===== src/logic/fom_pkg.sv =====
// Shared constants and carriers for the file/offset register mapper
`default_nettype none
package fom_pkg;
    localparam int unsigned FILE_W          = 8;
    localparam int unsigned OFS_W           = 11;
    localparam int unsigned REG_W           = 11;
    localparam int unsigned CNT_W           = 11;
    localparam int unsigned DATA_W          = 16;
    localparam int unsigned ENT_W           = 5;
    localparam logic [FILE_W-1:0] FIRST_REGISTER_FILE = 8'h0a;
    localparam logic [FILE_W-1:0] LAST_REGISTER_FILE  = 8'h18;
    localparam logic [FILE_W-1:0] BULK_ASSEMBLY_FILE  = 8'h32;
    localparam logic [REG_W-1:0]  FILE_STRIDE   = 11'h064;
    localparam logic [REG_W-1:0]  REG_MIN       = 11'h001;
    localparam logic [REG_W-1:0]  REG_MAX       = 11'h5cd;
    localparam logic [OFS_W-1:0]  OFS_MAX       = 11'h5cd;
    localparam logic [CNT_W-1:0]  BULK_ENTRIES  = 11'h020;

    typedef enum logic [1:0] {
        FOM_ERR_NONE,
        FOM_ERR_FILE,
        FOM_ERR_RANGE,
        FOM_ERR_BUSY
    } fom_err_t;

    typedef struct packed {
        logic              write;
        logic [FILE_W-1:0] file_num;
        logic [OFS_W-1:0]  offset;
        logic [CNT_W-1:0]  count;
    } fom_req_t;

    typedef struct packed {
        logic [REG_W-1:0]  reg_addr;
        logic              write;
        logic [DATA_W-1:0] wdata;
    } fom_acc_t;
endpackage
`default_nettype wire


===== src/logic/fom_addr_calc.sv =====
// Start register and range check for one request
`timescale 1ns/1ps
`default_nettype none
module fom_addr_calc
    import fom_pkg::*;
(
    // Request
    input  wire fom_req_t          req,
    // Result
    output logic                   bulk,
    output logic [REG_W-1:0]       start_reg,
    output fom_err_t               err
);
    logic [12:0] lin;
    logic [12:0] last;
    always_comb begin
        bulk = (req.file_num == BULK_ASSEMBLY_FILE);
        lin = 13'(13'(req.file_num - FIRST_REGISTER_FILE) * 13'(FILE_STRIDE))
              + 13'(req.offset);
        start_reg = bulk ? REG_W'(req.offset) : lin[REG_W-1:0];
        last = (bulk ? 13'(req.offset) : lin) + 13'(req.count) - 13'h0001;
        err = FOM_ERR_NONE;
        if (bulk) begin
            // Range reaches at most 32 minus the starting entry
            if (req.offset >= OFS_W'(BULK_ENTRIES) || req.count == '0 ||
                last >= 13'(BULK_ENTRIES)) begin
                err = FOM_ERR_RANGE;
            end
        end else if (req.file_num < FIRST_REGISTER_FILE ||
                     req.file_num > LAST_REGISTER_FILE) begin
            err = FOM_ERR_FILE;
        end else if (req.offset > OFS_MAX || req.count == '0 ||
                     lin < 13'(REG_MIN) || last > 13'(REG_MAX)) begin
            err = FOM_ERR_RANGE;
        end
    end
endmodule
`default_nettype wire


===== src/logic/fom_mapper.sv =====
// Typed read/write dispatcher mapping file/offset requests to drive registers
// What this block does
// - Typed reads read registers; typed writes write registers.
// - Ordinary target register is (file minus 10) times 100 plus offset.
// - Files 10 to 24 and bulk file 50 only; target 1..1485; offset at most 1485.
// - File/offset pairs with the same target reach the same register.
// - Bulk file reads follow the produced configuration array order.
// - Bulk file writes go to registers named by the consumed array.
// - Bulk offset must be 0 to 31, selecting the starting entry.
// - Bulk access reaches at most 32 minus start offset elements.
// - Access count consecutive items starting at the computed start.
// - Connection timeout or socket error raises the timeout event.
`timescale 1ns/1ps
`default_nettype none
module fom_mapper
    import fom_pkg::*;
#(
    parameter int unsigned ENTRIES = 32
) (
    // Clock and reset
    input  wire logic              clk,
    input  wire logic              rst,
    // Request from protocol handler
    input  wire logic              req_valid,
    output logic                   req_ready,
    input  wire fom_req_t          req,
    // Write data stream, one word per element
    input  wire logic              wdata_valid,
    output logic                   wdata_ready,
    input  wire logic [DATA_W-1:0] wdata,
    // Read data stream, one word per element
    output logic                   rdata_valid,
    output logic [DATA_W-1:0]      rdata,
    // Completion
    output logic                   done,
    output fom_err_t               done_err,
    // Configuration arrays, flattened, entry 0 in low bits
    input  wire logic [ENTRIES*REG_W-1:0] produced_map,
    input  wire logic [ENTRIES*REG_W-1:0] consumed_map,
    // Drive register port
    output logic                   acc_valid,
    output fom_acc_t               acc,
    input  wire logic [DATA_W-1:0] acc_rdata,
    // Link events
    input  wire logic              conn_timeout,
    input  wire logic              sock_error,
    output logic                   timeout_event
);
    // ==================================================================
    // State
    typedef enum logic [1:0] {S_IDLE, S_RUN, S_RDWAIT, S_DONE} fom_state_t;
    fom_state_t       state_q;
    logic             bulk, bulk_q, write_q;
    logic [REG_W-1:0] start_reg, ptr_q;
    logic [CNT_W-1:0] left_q;
    fom_err_t         err, err_q;
    logic [REG_W-1:0] target;
    logic             step;

    fom_addr_calc u_calc (
        .req       (req),
        .bulk      (bulk),
        .start_reg (start_reg),
        .err       (err)
    );

    // ==================================================================
    // Address selection
    always_comb begin
        target = ptr_q;
        if (bulk_q) begin
            target = write_q ? consumed_map[ptr_q[ENT_W-1:0]*REG_W +: REG_W]
                             : produced_map[ptr_q[ENT_W-1:0]*REG_W +: REG_W];
        end
    end

    assign req_ready   = (state_q == S_IDLE);
    assign step        = (state_q == S_RUN) && (!write_q || wdata_valid);
    assign wdata_ready = (state_q == S_RUN) && write_q;
    assign acc_valid   = step;
    // One driver for the whole carrier keeps the struct single-sourced
    assign acc         = '{reg_addr: target, write: write_q,
                           wdata: wdata};

    // ==================================================================
    // Sequencer
    always_ff @(posedge clk or posedge rst) begin
        if (rst) begin
            state_q <= S_IDLE;
            bulk_q  <= 1'b0;
            write_q <= 1'b0;
            ptr_q   <= '0;
            left_q  <= '0;
            err_q   <= FOM_ERR_NONE;
        end else begin
            case (state_q)
                S_IDLE: begin
                    if (req_valid) begin
                        bulk_q  <= bulk;
                        write_q <= req.write;
                        ptr_q   <= start_reg;
                        left_q  <= req.count;
                        err_q   <= err;
                        // Rejected requests skip straight to completion
                        state_q <= (err == FOM_ERR_NONE) ? S_RUN
                                                         : S_DONE;
                    end
                end
                S_RUN: begin
                    if (step) begin
                        ptr_q   <= ptr_q + 11'h001;
                        left_q  <= left_q - 11'h001;
                        if (!write_q) begin
                            state_q <= S_RDWAIT;
                        end else if (left_q == 11'h001) begin
                            state_q <= S_DONE;
                        end
                    end
                end
                S_RDWAIT: begin
                    // Drive registers answer one cycle after the access
                    state_q <= (left_q == '0) ? S_DONE : S_RUN;
                end
                S_DONE: state_q <= S_IDLE;
                default: state_q <= S_IDLE;
            endcase
        end
    end

    // ==================================================================
    // Read data and completion outputs
    always_ff @(posedge clk or posedge rst) begin
        if (rst) begin
            rdata_valid <= 1'b0;
            rdata       <= '0;
        end else begin
            rdata_valid <= (state_q == S_RDWAIT);
            if (state_q == S_RDWAIT) begin
                rdata <= acc_rdata;
            end
        end
    end

    always_ff @(posedge clk or posedge rst) begin
        if (rst) begin
            done     <= 1'b0;
            done_err <= FOM_ERR_NONE;
        end else begin
            done     <= (state_q == S_DONE);
            done_err <= (state_q == S_DONE) ? err_q : FOM_ERR_NONE;
        end
    end

    // ==================================================================
    // Timeout event, one pulse per link fault cycle
    always_ff @(posedge clk or posedge rst) begin
        if (rst) begin
            timeout_event <= 1'b0;
        end else begin
            timeout_event <= conn_timeout | sock_error;
        end
    end

    // ==================================================================
    // Access tally, checked against the requested count at completion
    logic [CNT_W-1:0] tally_q;
    logic [CNT_W-1:0] want_q;
    always_ff @(posedge clk or posedge rst) begin
        if (rst) begin
            tally_q <= '0;
            want_q  <= '0;
        end else if (req_valid && req_ready) begin
            tally_q <= '0;
            want_q  <= (err == FOM_ERR_NONE) ? req.count : '0;
        end else if (acc_valid) begin
            tally_q <= tally_q + 11'h001;
        end
    end

    // ==================================================================
    // Assertions
    a_timeout_event: assert property (
        @(posedge clk) disable iff (rst)
        (conn_timeout | sock_error) |=> timeout_event)
        else $error("timeout event missing");
    a_bad_file_err: assert property (
        @(posedge clk) disable iff (rst)
        (req_valid && req_ready && !bulk &&
         (req.file_num < FIRST_REGISTER_FILE ||
          req.file_num > LAST_REGISTER_FILE))
        |-> ##2 (done && done_err == FOM_ERR_FILE))
        else $error("bad file not rejected");
    a_bad_file_noacc: assert property (
        @(posedge clk) disable iff (rst)
        (req_valid && req_ready && err != FOM_ERR_NONE)
        |=> !acc_valid [*2])
        else $error("access on rejected request");
    a_first_addr: assert property (
        @(posedge clk) disable iff (rst)
        (req_valid && req_ready && !bulk && err == FOM_ERR_NONE)
        |=> acc.reg_addr == REG_W'(
            (int'($past(req.file_num)) - int'(FIRST_REGISTER_FILE)) *
            int'(FILE_STRIDE) + int'($past(req.offset))))
        else $error("wrong start register");
    a_bulk_range: assert property (
        @(posedge clk) disable iff (rst)
        (req_valid && req_ready && bulk && req.offset > 11'h01f)
        |-> err == FOM_ERR_RANGE)
        else $error("bulk offset accepted");
    a_bulk_count: assert property (
        @(posedge clk) disable iff (rst)
        (req_valid && req_ready && bulk &&
         13'(req.offset) + 13'(req.count) > 13'h0020)
        |-> err != FOM_ERR_NONE)
        else $error("bulk count too large");
    a_bulk_map: assert property (
        @(posedge clk) disable iff (rst)
        (req_valid && req_ready && bulk && !req.write &&
         err == FOM_ERR_NONE)
        |=> acc.reg_addr ==
            produced_map[$past(req.offset[ENT_W-1:0]) * REG_W +: REG_W])
        else $error("bulk read not mapped");
    a_bulk_wmap: assert property (
        @(posedge clk) disable iff (rst)
        (req_valid && req_ready && bulk && req.write &&
         err == FOM_ERR_NONE)
        |=> acc.reg_addr ==
            consumed_map[$past(req.offset[ENT_W-1:0]) * REG_W +: REG_W])
        else $error("bulk write not mapped");
    a_step_incr: assert property (
        @(posedge clk) disable iff (rst)
        (acc_valid && !bulk_q && left_q > 11'h001)
        |-> ##[1:2] (ptr_q == $past(ptr_q) + 11'h001))
        else $error("pointer not consecutive");
    a_read_data: assert property (
        @(posedge clk) disable iff (rst)
        (acc_valid && !write_q) |=> ##1 rdata_valid)
        else $error("read data missing");
    a_read_word: assert property (
        @(posedge clk) disable iff (rst)
        (acc_valid && !write_q) |=> ##1 (rdata == $past(acc_rdata)))
        else $error("read word not passed on");
    a_access_tally: assert property (
        @(posedge clk) disable iff (rst)
        done |-> tally_q == want_q)
        else $error("access count differs from request");
    c_read: cover property (@(posedge clk) rdata_valid && !bulk_q);
    c_write: cover property (@(posedge clk) acc_valid && write_q);
    c_bulk: cover property (@(posedge clk) acc_valid && bulk_q);
    c_error: cover property (@(posedge clk) done && done_err != FOM_ERR_NONE);
endmodule
`default_nettype wire


===== config.mk =====
export PLATFORM = sky130hd
export DESIGN_NAME = fom_mapper
export DESIGN_NICKNAME = d
export VERILOG_FILES = /design/src/logic/fom_pkg.sv /design/src/logic/fom_addr_calc.sv /design/src/logic/fom_mapper.sv
export SDC_FILE = /design/constraint.sdc
export NUM_CORES = 1
export LEC_CHECK = 0
export ABC_AREA = 1
export BUFFER_PORTS_ARGS = -buffer_cell sky130_fd_sc_hd__buf_2
export CAP_MARGIN = 20
export CORE_AREA = 8 8 313 315
export DETAILED_ROUTE_END_ITERATION = 12
export DIE_AREA = 0 0 321 323
export GPL_TIMING_DRIVEN = 0
export PLACE_DENSITY = 0.3
export SLEW_MARGIN = 20
export SYNTH_ARGS = -nofsm -noshare
export SYNTH_HDL_FRONTEND = slang
export SYNTH_SLANG_ARGS = --single-unit
export TNS_END_PERCENT = 5

===== constraint.sdc =====
create_clock -name clk -period 4.5 [get_ports clk]
set_input_delay 0.225 -clock clk [delete_from_list [all_inputs] [get_ports clk]]
set_output_delay 0.225 -clock clk [all_outputs]
set_load 0.005 [all_outputs]

---- After elaboration in Yosys (flattened, before gate mapping) ----
Cells that the tools add are included.
word-level totals
  flip-flop bits (word level) ............. 49
  output and inout port bits .............. 52
operators by class
  add/sub/neg operators ................... 6
  multiply operators ...................... 2
  order comparisons ....................... 7
  equal/unequal tests ..................... 8
  shifts and indexed selects .............. 2
  muxes and demuxes ....................... 22
  bitwise gates (word level) .............. 1
  reduce and logical (&&, ||, !) cells .... 18
operators by type and width
  kind                     count
  $shiftx A352 B10 Y11     2
  $mux W11                 7
  $pmux W11 S2             2
  $add A13 B11 Y13         2
  $logic_not A11 Y1        2
  $mux W2                  11
  $ge A13 B6 Y1 const B    1
  $gt A13 B11 Y1 const B   1
  $lt A13 B1 Y1 const B    1
  $mul A13 B5 Y11 const B  1
  $mux W13                 1
  $sub A13 B1 Y13 const B  1
  $add A11 B1 Y11 const B  1
  $eq A11 B1 Y1 const B    1
  $ge A11 B6 Y1 const B    1
  $gt A11 B11 Y1 const B   1
  $sub A11 B1 Y11 const B  1
  $mul A5 B4 Y9 const B    1
  $sub A8 B4 Y9 const B    1
  $eq A8 B6 Y1 const B     1
  $gt A8 B5 Y1 const B     1
  $lt A8 B4 Y1 const B     1
  $pmux W2 S4              1
  $logic_or A1 B1 Y1       7
  other kinds (11)         16

---- Depth between registers and ports, before layout ----
Gate-level depths: netlist (run 1).
  depth after elaboration ................. 15
  gate-level depth with buffers ........... 35
  depth with buffers taken out ............ 35

---- Modules after synthesis ----
From an unflattened synthesis (run 1), not the netlist that was laid out.
second synthesis, totals
  cell total of the unflattened synthesis .. 2387
  area, all modules ....................... 12634.6 um2
by module, submodules not included
  module         instances  cells each  area an instance (um2)  sequential area each (um2)
  fom_mapper     1          1975        10099.7                 1226.2
  fom_addr_calc  1          412         2534.9                  0.0

---- Worst setup path before layout (run 1) ----
Ideal clock, no wire load.
  kind .................................... input to register
  start ................................... in req[23] in the netlist's numbering
  end ..................................... reg err_q[1]
  arrival ................................. 5203 ps
  slack ................................... -824 ps
  stages .................................. 33
  path buffers ............................ 0
  path through ............................ inv_1 > ha_1 > xnor2_1 > ha_1 > ha_1 > fa_1 > ha_1 > a21o_1 > a31oi_1 > xor2_1 > inv_1 > ha_1 > inv_1 > o21bai_1 > a21oi_1 > nand2_1 > xor2_1 > mux2i_1 > ha_1 > inv_1 > ha_1 > inv_1 > nor3_1 > nand3_1 > nand4_1 > xnor2_1 > nand2_1 > a21oi_1 > nand2_1 > nand2_1 > nand3_2 > nor2_1 > nor2_1
between the ends
  word-level cells in the longest chain between the ends .. 11
ends and longest elaborated chain
  element                 line                 text
  start: declaration      fom_mapper.sv:26     input wire fom_req_t req,
  $sub A8 B4 Y9           fom_addr_calc.sv:18  lin = 13'(13'(req.file_num - FIRST_REGISTER_FILE) * 13'(FILE_STRIDE))
  $mul A13 B5 Y11         fom_addr_calc.sv:18
  $add A13 B11 Y13        fom_addr_calc.sv:19  + 13'(req.offset);
  $mux W13                fom_addr_calc.sv:21  last = (bulk ? 13'(req.offset) : lin) + 13'(req.count) - 13'h0001;
  $add A13 B11 Y13        fom_addr_calc.sv:21
  $sub A13 B1 Y13         fom_addr_calc.sv:21
  $gt A13 B11 Y1          fom_addr_calc.sv:33  lin < 13'(REG_MIN) || last > 13'(REG_MAX)) begin
  $logic_or A1 B1 Y1      fom_addr_calc.sv:33
  $mux W2                 fom_addr_calc.sv:32  end else if (req.offset > OFS_MAX || req.count == '0 ||
  $mux W2                 fom_addr_calc.sv:29  end else if (req.file_num < FIRST_REGISTER_FILE ||
  $mux W2 (*)             fom_addr_calc.sv:23  if (bulk) begin
  end signal: assignment  fom_mapper.sv:103    err_q <= err;
  end: declaration        fom_mapper.sv:56     fom_err_t err, err_q;
Every way passes the cells marked *; elsewhere a longest branch is shown, timed or not.
A chain may end at the register's enable or synchronous reset.

---- Final worst setup path (run 1) ----
Ends and elaborated chain as after synthesis.

==> impl_metrics.toml, run 1 <==
[setup_path]
reg2reg_slack_ns = 1.91
cp.required_ns = 4.71
cpMostUsedCell = "ha_4"
max_stage_delay_ns = 0.52
start_kind = "input port"
end_kind = "flop"
crit_start = "req[23]"
reg2reg_depth = 8
path_max_fanout = 4
slowest_stage = "fa_1"
criticalPathCategory = "in -> reg"
crit_end = "err_q[1]$_DFFE_PP0P_"
worstReg2RegEnd = "ptr_q[4]$_DFFE_PP0P_"
reg2reg_from = "write_q$_DFFE_PP0P_"
crit_arrival_ns = 5.18

[cts]
path_clk_slew_ns = 0.08
cts_tree = "yes"
clkSinkCount = 49
cts_made_buffers = 5
cts_root_buf = "clkbuf_16"
clkLatencyLatePin_ns = 0.31
cts_max_level = 2
clockBufferDepth = 2

[sta]
skew_ns = 0.0109
fin_ws_ns = -0.478
finalSetupViolCount = 2
drv_slew = 0
hold_ws_ns = 0.0927
fin_setup_tns_ns = -0.951
fmax_mhz = 201
rsz0062_at_grt = "true"
slew_headroom_pct = 24.1
worst_pin_slew_ns = 1.14
fin_crit_sh_pct = 111
hold_violations = 0
period_needed_ns = 4.98

[cells_and_area]
final_common_cell = "buf_2"
stdcell_area_sq_um = 17800
layout.nets = 3696
drive_above_1_share_pct = 35.4
layout_common_cells = "buf_2, nor2_1, o21ai_0, nand2_1, inv_1"
n_fill_cell = 11200
final_core_util_pct = 19.2
synthToLayoutAreaGrowth_pct = 57.7
finalNonFillerCells = 4199

[grt]
grt_max_degree = 31
grt_pass1_vias = 19800
grt_pass1_wl_mm = 182
gr-total-overflow = 0
antenna_found_initial = 125
grt.total_usage_pct = 25.7

[detailed_routing]
drc = 0
first_iter_violations = 1947
firstDrtPassIters = 5
routed_via_density = 4.69
wl_mm = 142
antenna_left = 0
wl_per_cell_um = 33.7
vias = 19700

[power_and_ir_drop]
comb_power_share_pct = 90.9
ir_drop_v = 0.000323
swShare_pct = 66.3
p_total_mw = 14.0
power_density_nw_per_um2 = 787
power_switching_mw = 9.28
p_seq_share_pct = 6.1
p_int_mw = 4.72
clockPowerShare_pct = 3.1
power_leakage_nw = 8.63

[place]
dpl.hpwl_mm = 123
place_area_sq_um = 17000
place_congestion = 0.949
dp_slack_ns = -1.52
port_buffers = 808
dpl.cell_count = 4078

[floorplanning]
fp.dieW_um = 321
die-height_um = 323
num_rows = 112
core_area_sq_um = 92800
die_area_sq_um = 104000
ios = 825
start_util_pct = 12.2

[logic_synthesis]
synth_seq_area_share_pct = 10.9
syn_avg_cell_area_sq_um = 5.60
synth_ff_type = "dfrtp_1"
syn_inst = 2015
synth_edf_count = 0
ys_ff_latch = 49
synth.distinct_cells = 52
syn_area_sq_um = 11300
ys_async_sr_fraction_pct = 100
yosysWarnings = 0
synth_fp_nets = 2852

[outcome]
outcome = "finished with violations"
violations = "setup timing"

[job]
max_cap_violations = 0

[worst_hold_path]
hold_path_class = "in -> reg"
## worst min-delay path by stage
stage                  from                      end  slack, ns  cells after the start
2_1_floorplan  conn_timeout  timeout_event$_DFF_PP0_       0.33                      1
3_3_place_gp     sock_error  timeout_event$_DFF_PP0_       0.42                      2
3_5_place_dp            rst    done_err[0]$_DFF_PP0_       0.22                      2
4_1_cts          sock_error  timeout_event$_DFF_PP0_       0.07                      2
5_1_grt          sock_error  timeout_event$_DFF_PP0_       0.09                      2
6_report         sock_error  timeout_event$_DFF_PP0_       0.09                      2
## Yosys cell counts (6+ instances only)
master	number	area, sq um
xnor2_1	6	52.6
o221ai_1	36	315
buf_1	9	33.8
a32o_1	13	130
nand3_2	7	70.1
xor2_1	18	158
nand2_1	321	1200
dfrtp_1	49	1230
ha_1	57	713
nand3_1	115	576
a21oi_1	76	380
clkbuf_1	65	244
o21ai_1	12	60.1
o2111ai_1	13	114
nor2_1	379	1420
nand2_2	6	37.5
buf_4	28	210
fa_1	7	140
o211ai_1	28	210
buf_2	70	350
nor3_1	11	55.1
inv_1	144	541
o22ai_1	118	738
nand4_1	16	100
o21ai_0	358	1790
## layer usage
metal  wire length, um  GRT usage (%)
met1             58400           31.9
met2             65300           42.2
met3             10900           5.58
met4              6920           12.0
met5               143              0
## power groups by stage
| stage | sequential [mW] | clock (mW) | combinational (mW) |
|---|---|---|---|
| after floorplan | 0.789 | 0 | 6.41 |
| after global placement | 0.868 | 0 | 12.0 |
| after detailed placement | 0.867 | 0 | 11.9 |
| after CTS | 0.859 | 0.461 | 12.4 |
| after global routing | 0.887 | 0.471 | 13.6 |
| final | 0.850 | 0.432 | 12.7 |
## cell type report
class	instances	area, sq um	share of cell area (%)
Tap cell	1254	1570	8.81
Inverter	150	578	3.25
Timing Repair Buffer	837	4300	24.2
Multi-Input combinational cell	1638	8850	49.7
Sequential cell	49	1230	6.89
Buffer	178	910	5.11
Antenna cell	85	213	1.19
Clock buffer	6	139	0.780
Clock inverter	2	13.8	0.0773
## what timing repair did
action | 4_1_cts | 5_1_grt
gates resized for setup | 29 | 27
setup buffers | 23 | 4
cloned | 0 | 0
setup endpoints to repair | 4 | 3
hold endpoints to repair | 19 | 0
hold buffers | 1 | 0
pin swaps | 21 | 27
## kinds of logic (layout without fill, tap and decap cells)
family | Yosys count | in the layout | share of synthesized area, %
adder cells (fa/ha/maj) | 64 | 64 | 7.56
other | 0 | 85 | 0
AND/OR/NAND/NOR | 864 | 864 | 31.3
AO/OA/AOI/OAI | 685 | 685 | 35.4
XOR/XNOR | 24 | 24 | 1.86
flip-flops | 49 | 49 | 10.9
multiplexers | 1 | 1 | 0.0887
buffers and inverters | 328 | 1173 | 13.0
## registers in the layout, indices dropped and copies added (netlist names)
register	count
left_q	11
done	1
done_err	2
rdata	16
ptr_q	11
err_q	2
bulk_q	1
state_q	2
write_q	1
timeout_event	1
rdata_valid	1
## worst max-delay path, delay by kind of cell
family / cells / cell delay (ns)
adder cells (fa/ha/maj): 8 / 2.08
buffers and inverters: 6 / 0.41
multiplexers: 1 / 0.25
AO/OA/AOI/OAI: 5 / 0.61
XOR/XNOR: 4 / 0.74
AND/OR/NAND/NOR: 10 / 0.86
No activity file was read; power rests on OpenSTA's default activity.
==> inputs of run 2 (changes only) <==
--- a/config.mk
+++ b/config.mk
@@ -8,13 +8,14 @@
 export ABC_AREA = 1
 export BUFFER_PORTS_ARGS = -buffer_cell sky130_fd_sc_hd__buf_2
 export CAP_MARGIN = 20
-export CORE_AREA = 8 8 313 315
+export CORE_AREA = 8 8 312 314
 export DETAILED_ROUTE_END_ITERATION = 12
-export DIE_AREA = 0 0 321 323
+export DIE_AREA = 0 0 320 322
 export GPL_TIMING_DRIVEN = 0
-export PLACE_DENSITY = 0.3
+export PLACE_DENSITY = 0.31
 export SLEW_MARGIN = 20
 export SYNTH_ARGS = -nofsm -noshare
 export SYNTH_HDL_FRONTEND = slang
+export SYNTH_HIERARCHICAL = 1
 export SYNTH_SLANG_ARGS = --single-unit
 export TNS_END_PERCENT = 5
==> run 2 against run 1 <==
Effect of this change:
- the run still ends with setup timing left
- die area fell by 0.62%
- first-iteration DRC count fell by 10%
- routed wire length fell by 1.2%
- clock skew fell by 0.0048 ns
- total power fell by 2.7%
- register-to-register slack improved by 0.42 ns
- critical path type unchanged
- largest power group unchanged
==> impl_metrics.toml, run 2 <==
[outcome]
outcome = "finished with violations"
violations = "setup timing"

[setup_path]
end_kind = "flop"
worstReg2RegEnd = "ptr_q[3]$_DFFE_PP0P_"
path_max_fanout = 4
reg2reg_slack_ns = 2.33
crit_arrival_ns = 5.49
crit_start = "req[23]"
slowest_stage = "fa_1"
max_stage_delay_ns = 0.55
reg2reg_depth = 6
reg2reg_from = "ptr_q[3]$_DFFE_PP0P_"
start_kind = "input port"
cpMostUsedCell = "ha_4"
criticalPathCategory = "in -> reg"
cp.required_ns = 4.69

[place]
port_buffers = 808
dpl.hpwl_mm = 123
place_congestion = 0.969
dp_slack_ns = -1.76

[sta]
finalSetupViolCount = 2
fin_ws_ns = -0.802
worst_pin_slew_ns = 1.06
drv_slew = 0
hold_violations = 0
rsz0062_at_grt = "true"
fmax_mhz = 189
period_needed_ns = 5.30
hold_ws_ns = 0.109
skew_ns = 0.00609
fin_crit_sh_pct = 118
slew_headroom_pct = 29.6

[floorplanning]
die-height_um = 322
core_area_sq_um = 92500
num_rows = 112
start_util_pct = 13.7
ios = 825
die_area_sq_um = 103000
fp.dieW_um = 320

[power_and_ir_drop]
power_leakage_nw = 10.2
ir_drop_v = 0.000415
power_density_nw_per_um2 = 721

[cells_and_area]
synthToLayoutAreaGrowth_pct = 49.5
drive_above_1_share_pct = 33.1
final_common_cell = "nand2_1"
top_regs = "rdata: 16 flops, left_q: 11 flops, ptr_q: 11 flops"
layout.nets = 4053
regMostFlops = "rdata"
largest_reg_flops = 16
layout_common_cells = "nand2_1, buf_2, nand3_1, inv_1, nor2_1"

[logic_synthesis]
synth_top_cell_area_share_pct = 25.8
syn_avg_cell_area_sq_um = 5.29
synth_seq_area_share_pct = 9.70
synth_edf_count = 0
netlist_top_cells_area = "nand2_1, nand3_1, dfrtp_1"
synth.distinct_cells = 48
syn_area_sq_um = 12600
synth_top_area_cell = "nand2_1"
ys_async_sr_fraction_pct = 100
synth_fp_nets = 3224
synth_ff_type = "dfrtp_1"
syn_inst = 2387
synthTopCellsByCount = "nand2_1, nand3_1, inv_1"
yosysMostFrequentCell = "nand2_1"
ys_ff_latch = 49
yosysWarnings = 6

[worst_hold_path]
hold_path.startpoint = "conn_timeout"
hold_depth = 2
hold_path_class = "in -> reg"
whs_endpoint = "timeout_event$_DFF_PP0_"

[detailed_routing]
routed_via_density = 4.56
vias = 20400
drc = 0
wl_mm = 140
first_iter_violations = 1753
antenna_left = 0
wl_per_cell_um = 31.2
firstDrtPassIters = 7

[grt]
gr-total-overflow = 0
antenna_found_initial = 136
grt_pass1_wl_mm = 181
grt_pass1_vias = 20400
grt.total_usage_pct = 25.6
grt_max_degree = 39

[cts]
clkLatencyLatePin_ns = 0.30
cts_root_buf = "clkbuf_16"
cts_max_level = 2
cts_tree = "yes"
clockBufferDepth = 2
path_clk_slew_ns = 0.07
cts_made_buffers = 5
clkSinkCount = 49

[job]
max_cap_violations = 0
run 2: metrics by stage:
| stage | utilization, % | power (mW) | TNS [ns] | area, sq um | cells |
|---|---|---|---|---|---|
| floorplan | - | 7.76 | -1.13 | 12700 | 2387 |
| global placement | 19.8 | 12.9 | -3.33 | 18300 | 4392 |
| detailed placement | 19.8 | 12.8 | -3.31 | 18300 | 4393 |
| CTS | 20.2 | 13.5 | -1.76 | 18600 | 4411 |
| global route | 20.4 | 14.6 | -2.11 | 18800 | 4454 |
| finish | 20.4 | 13.6 | -1.45 | 18900 | 4482 |
run 2: kinds of logic after synthesis:
| logic type | share of synthesized area (%) |
|---|---|
| xor gates and xnor gates | 1.66 |
| DFF | 9.70 |
| buffers and inverters | 15.8 |
| AOI/OAI and AO/OA | 11.0 |
| and+or+nand+nor | 55.1 |
| adders and majority gates | 6.75 |
run 2: layer usage:
layer	part of all wire, %	wire length (um)	vias to the layer above	track usage (%)
met2	49	69200	922	45.3
met4	3.8	5360	36	10.1
li1	-	-	9473	-
met5	0.16	222	-	0
met1	40	55700	9739	30.0
met3	6.8	9540	250	5.37
run 2: worst max-delay path by stage:
stage / end / slack [ns] / cells after the start
5_1_grt: state_q[1]$_DFFE_PP0P_ / -1.14 / 37
6_report: state_q[1]$_DFFE_PP0P_ / -0.80 / 37
3_5_place_dp: state_q[1]$_DFFE_PP0P_ / -1.76 / 36
2_1_floorplan: state_q[1]$_DFFE_PP0P_ / -0.65 / 36
3_3_place_gp: state_q[1]$_DFFE_PP0P_ / -1.77 / 36
4_1_cts: state_q[1]$_DFFE_PP0P_ / -0.96 / 37
run 2: final cells by class:
type / instances / area (sq um)
Fill cell: 11300 / 73600
Buffer: 178 / 1200
Tap cell: 1197 / 1500
Inverter: 209 / 808
Multi-Input combinational cell: 1951 / 9650
Sequential cell: 49 / 1230
Clock buffer: 7 / 143
Antenna cell: 69 / 173
Timing Repair Buffer: 822 / 4190
run 2: power by group:
group / internal (mW) / switching (mW)
registers: 0.654 / 0.162
logic: 3.86 / 8.54
clock network: 0.220 / 0.187
total: 4.73 / 8.89
run 2: what timing repair did:
item,in CTS,in global routing
setup endpoints to repair,2,2
hold endpoints to repair,11,0
buffers inserted,10,2
hold buffers,1,0
gates cloned,0,0
pin swaps,24,20
gates resized for setup,25,14
run 2: critical path, delay by kind of cell:
| family | cells | cell delay, ns |
|---|---|---|
| fa+ha+maj | 8 | 2.18 |
| simple gates | 12 | 1.21 |
| compound gates | 6 | 0.84 |
| xor+xnor | 3 | 0.51 |
| buf+inv | 8 | 0.49 |
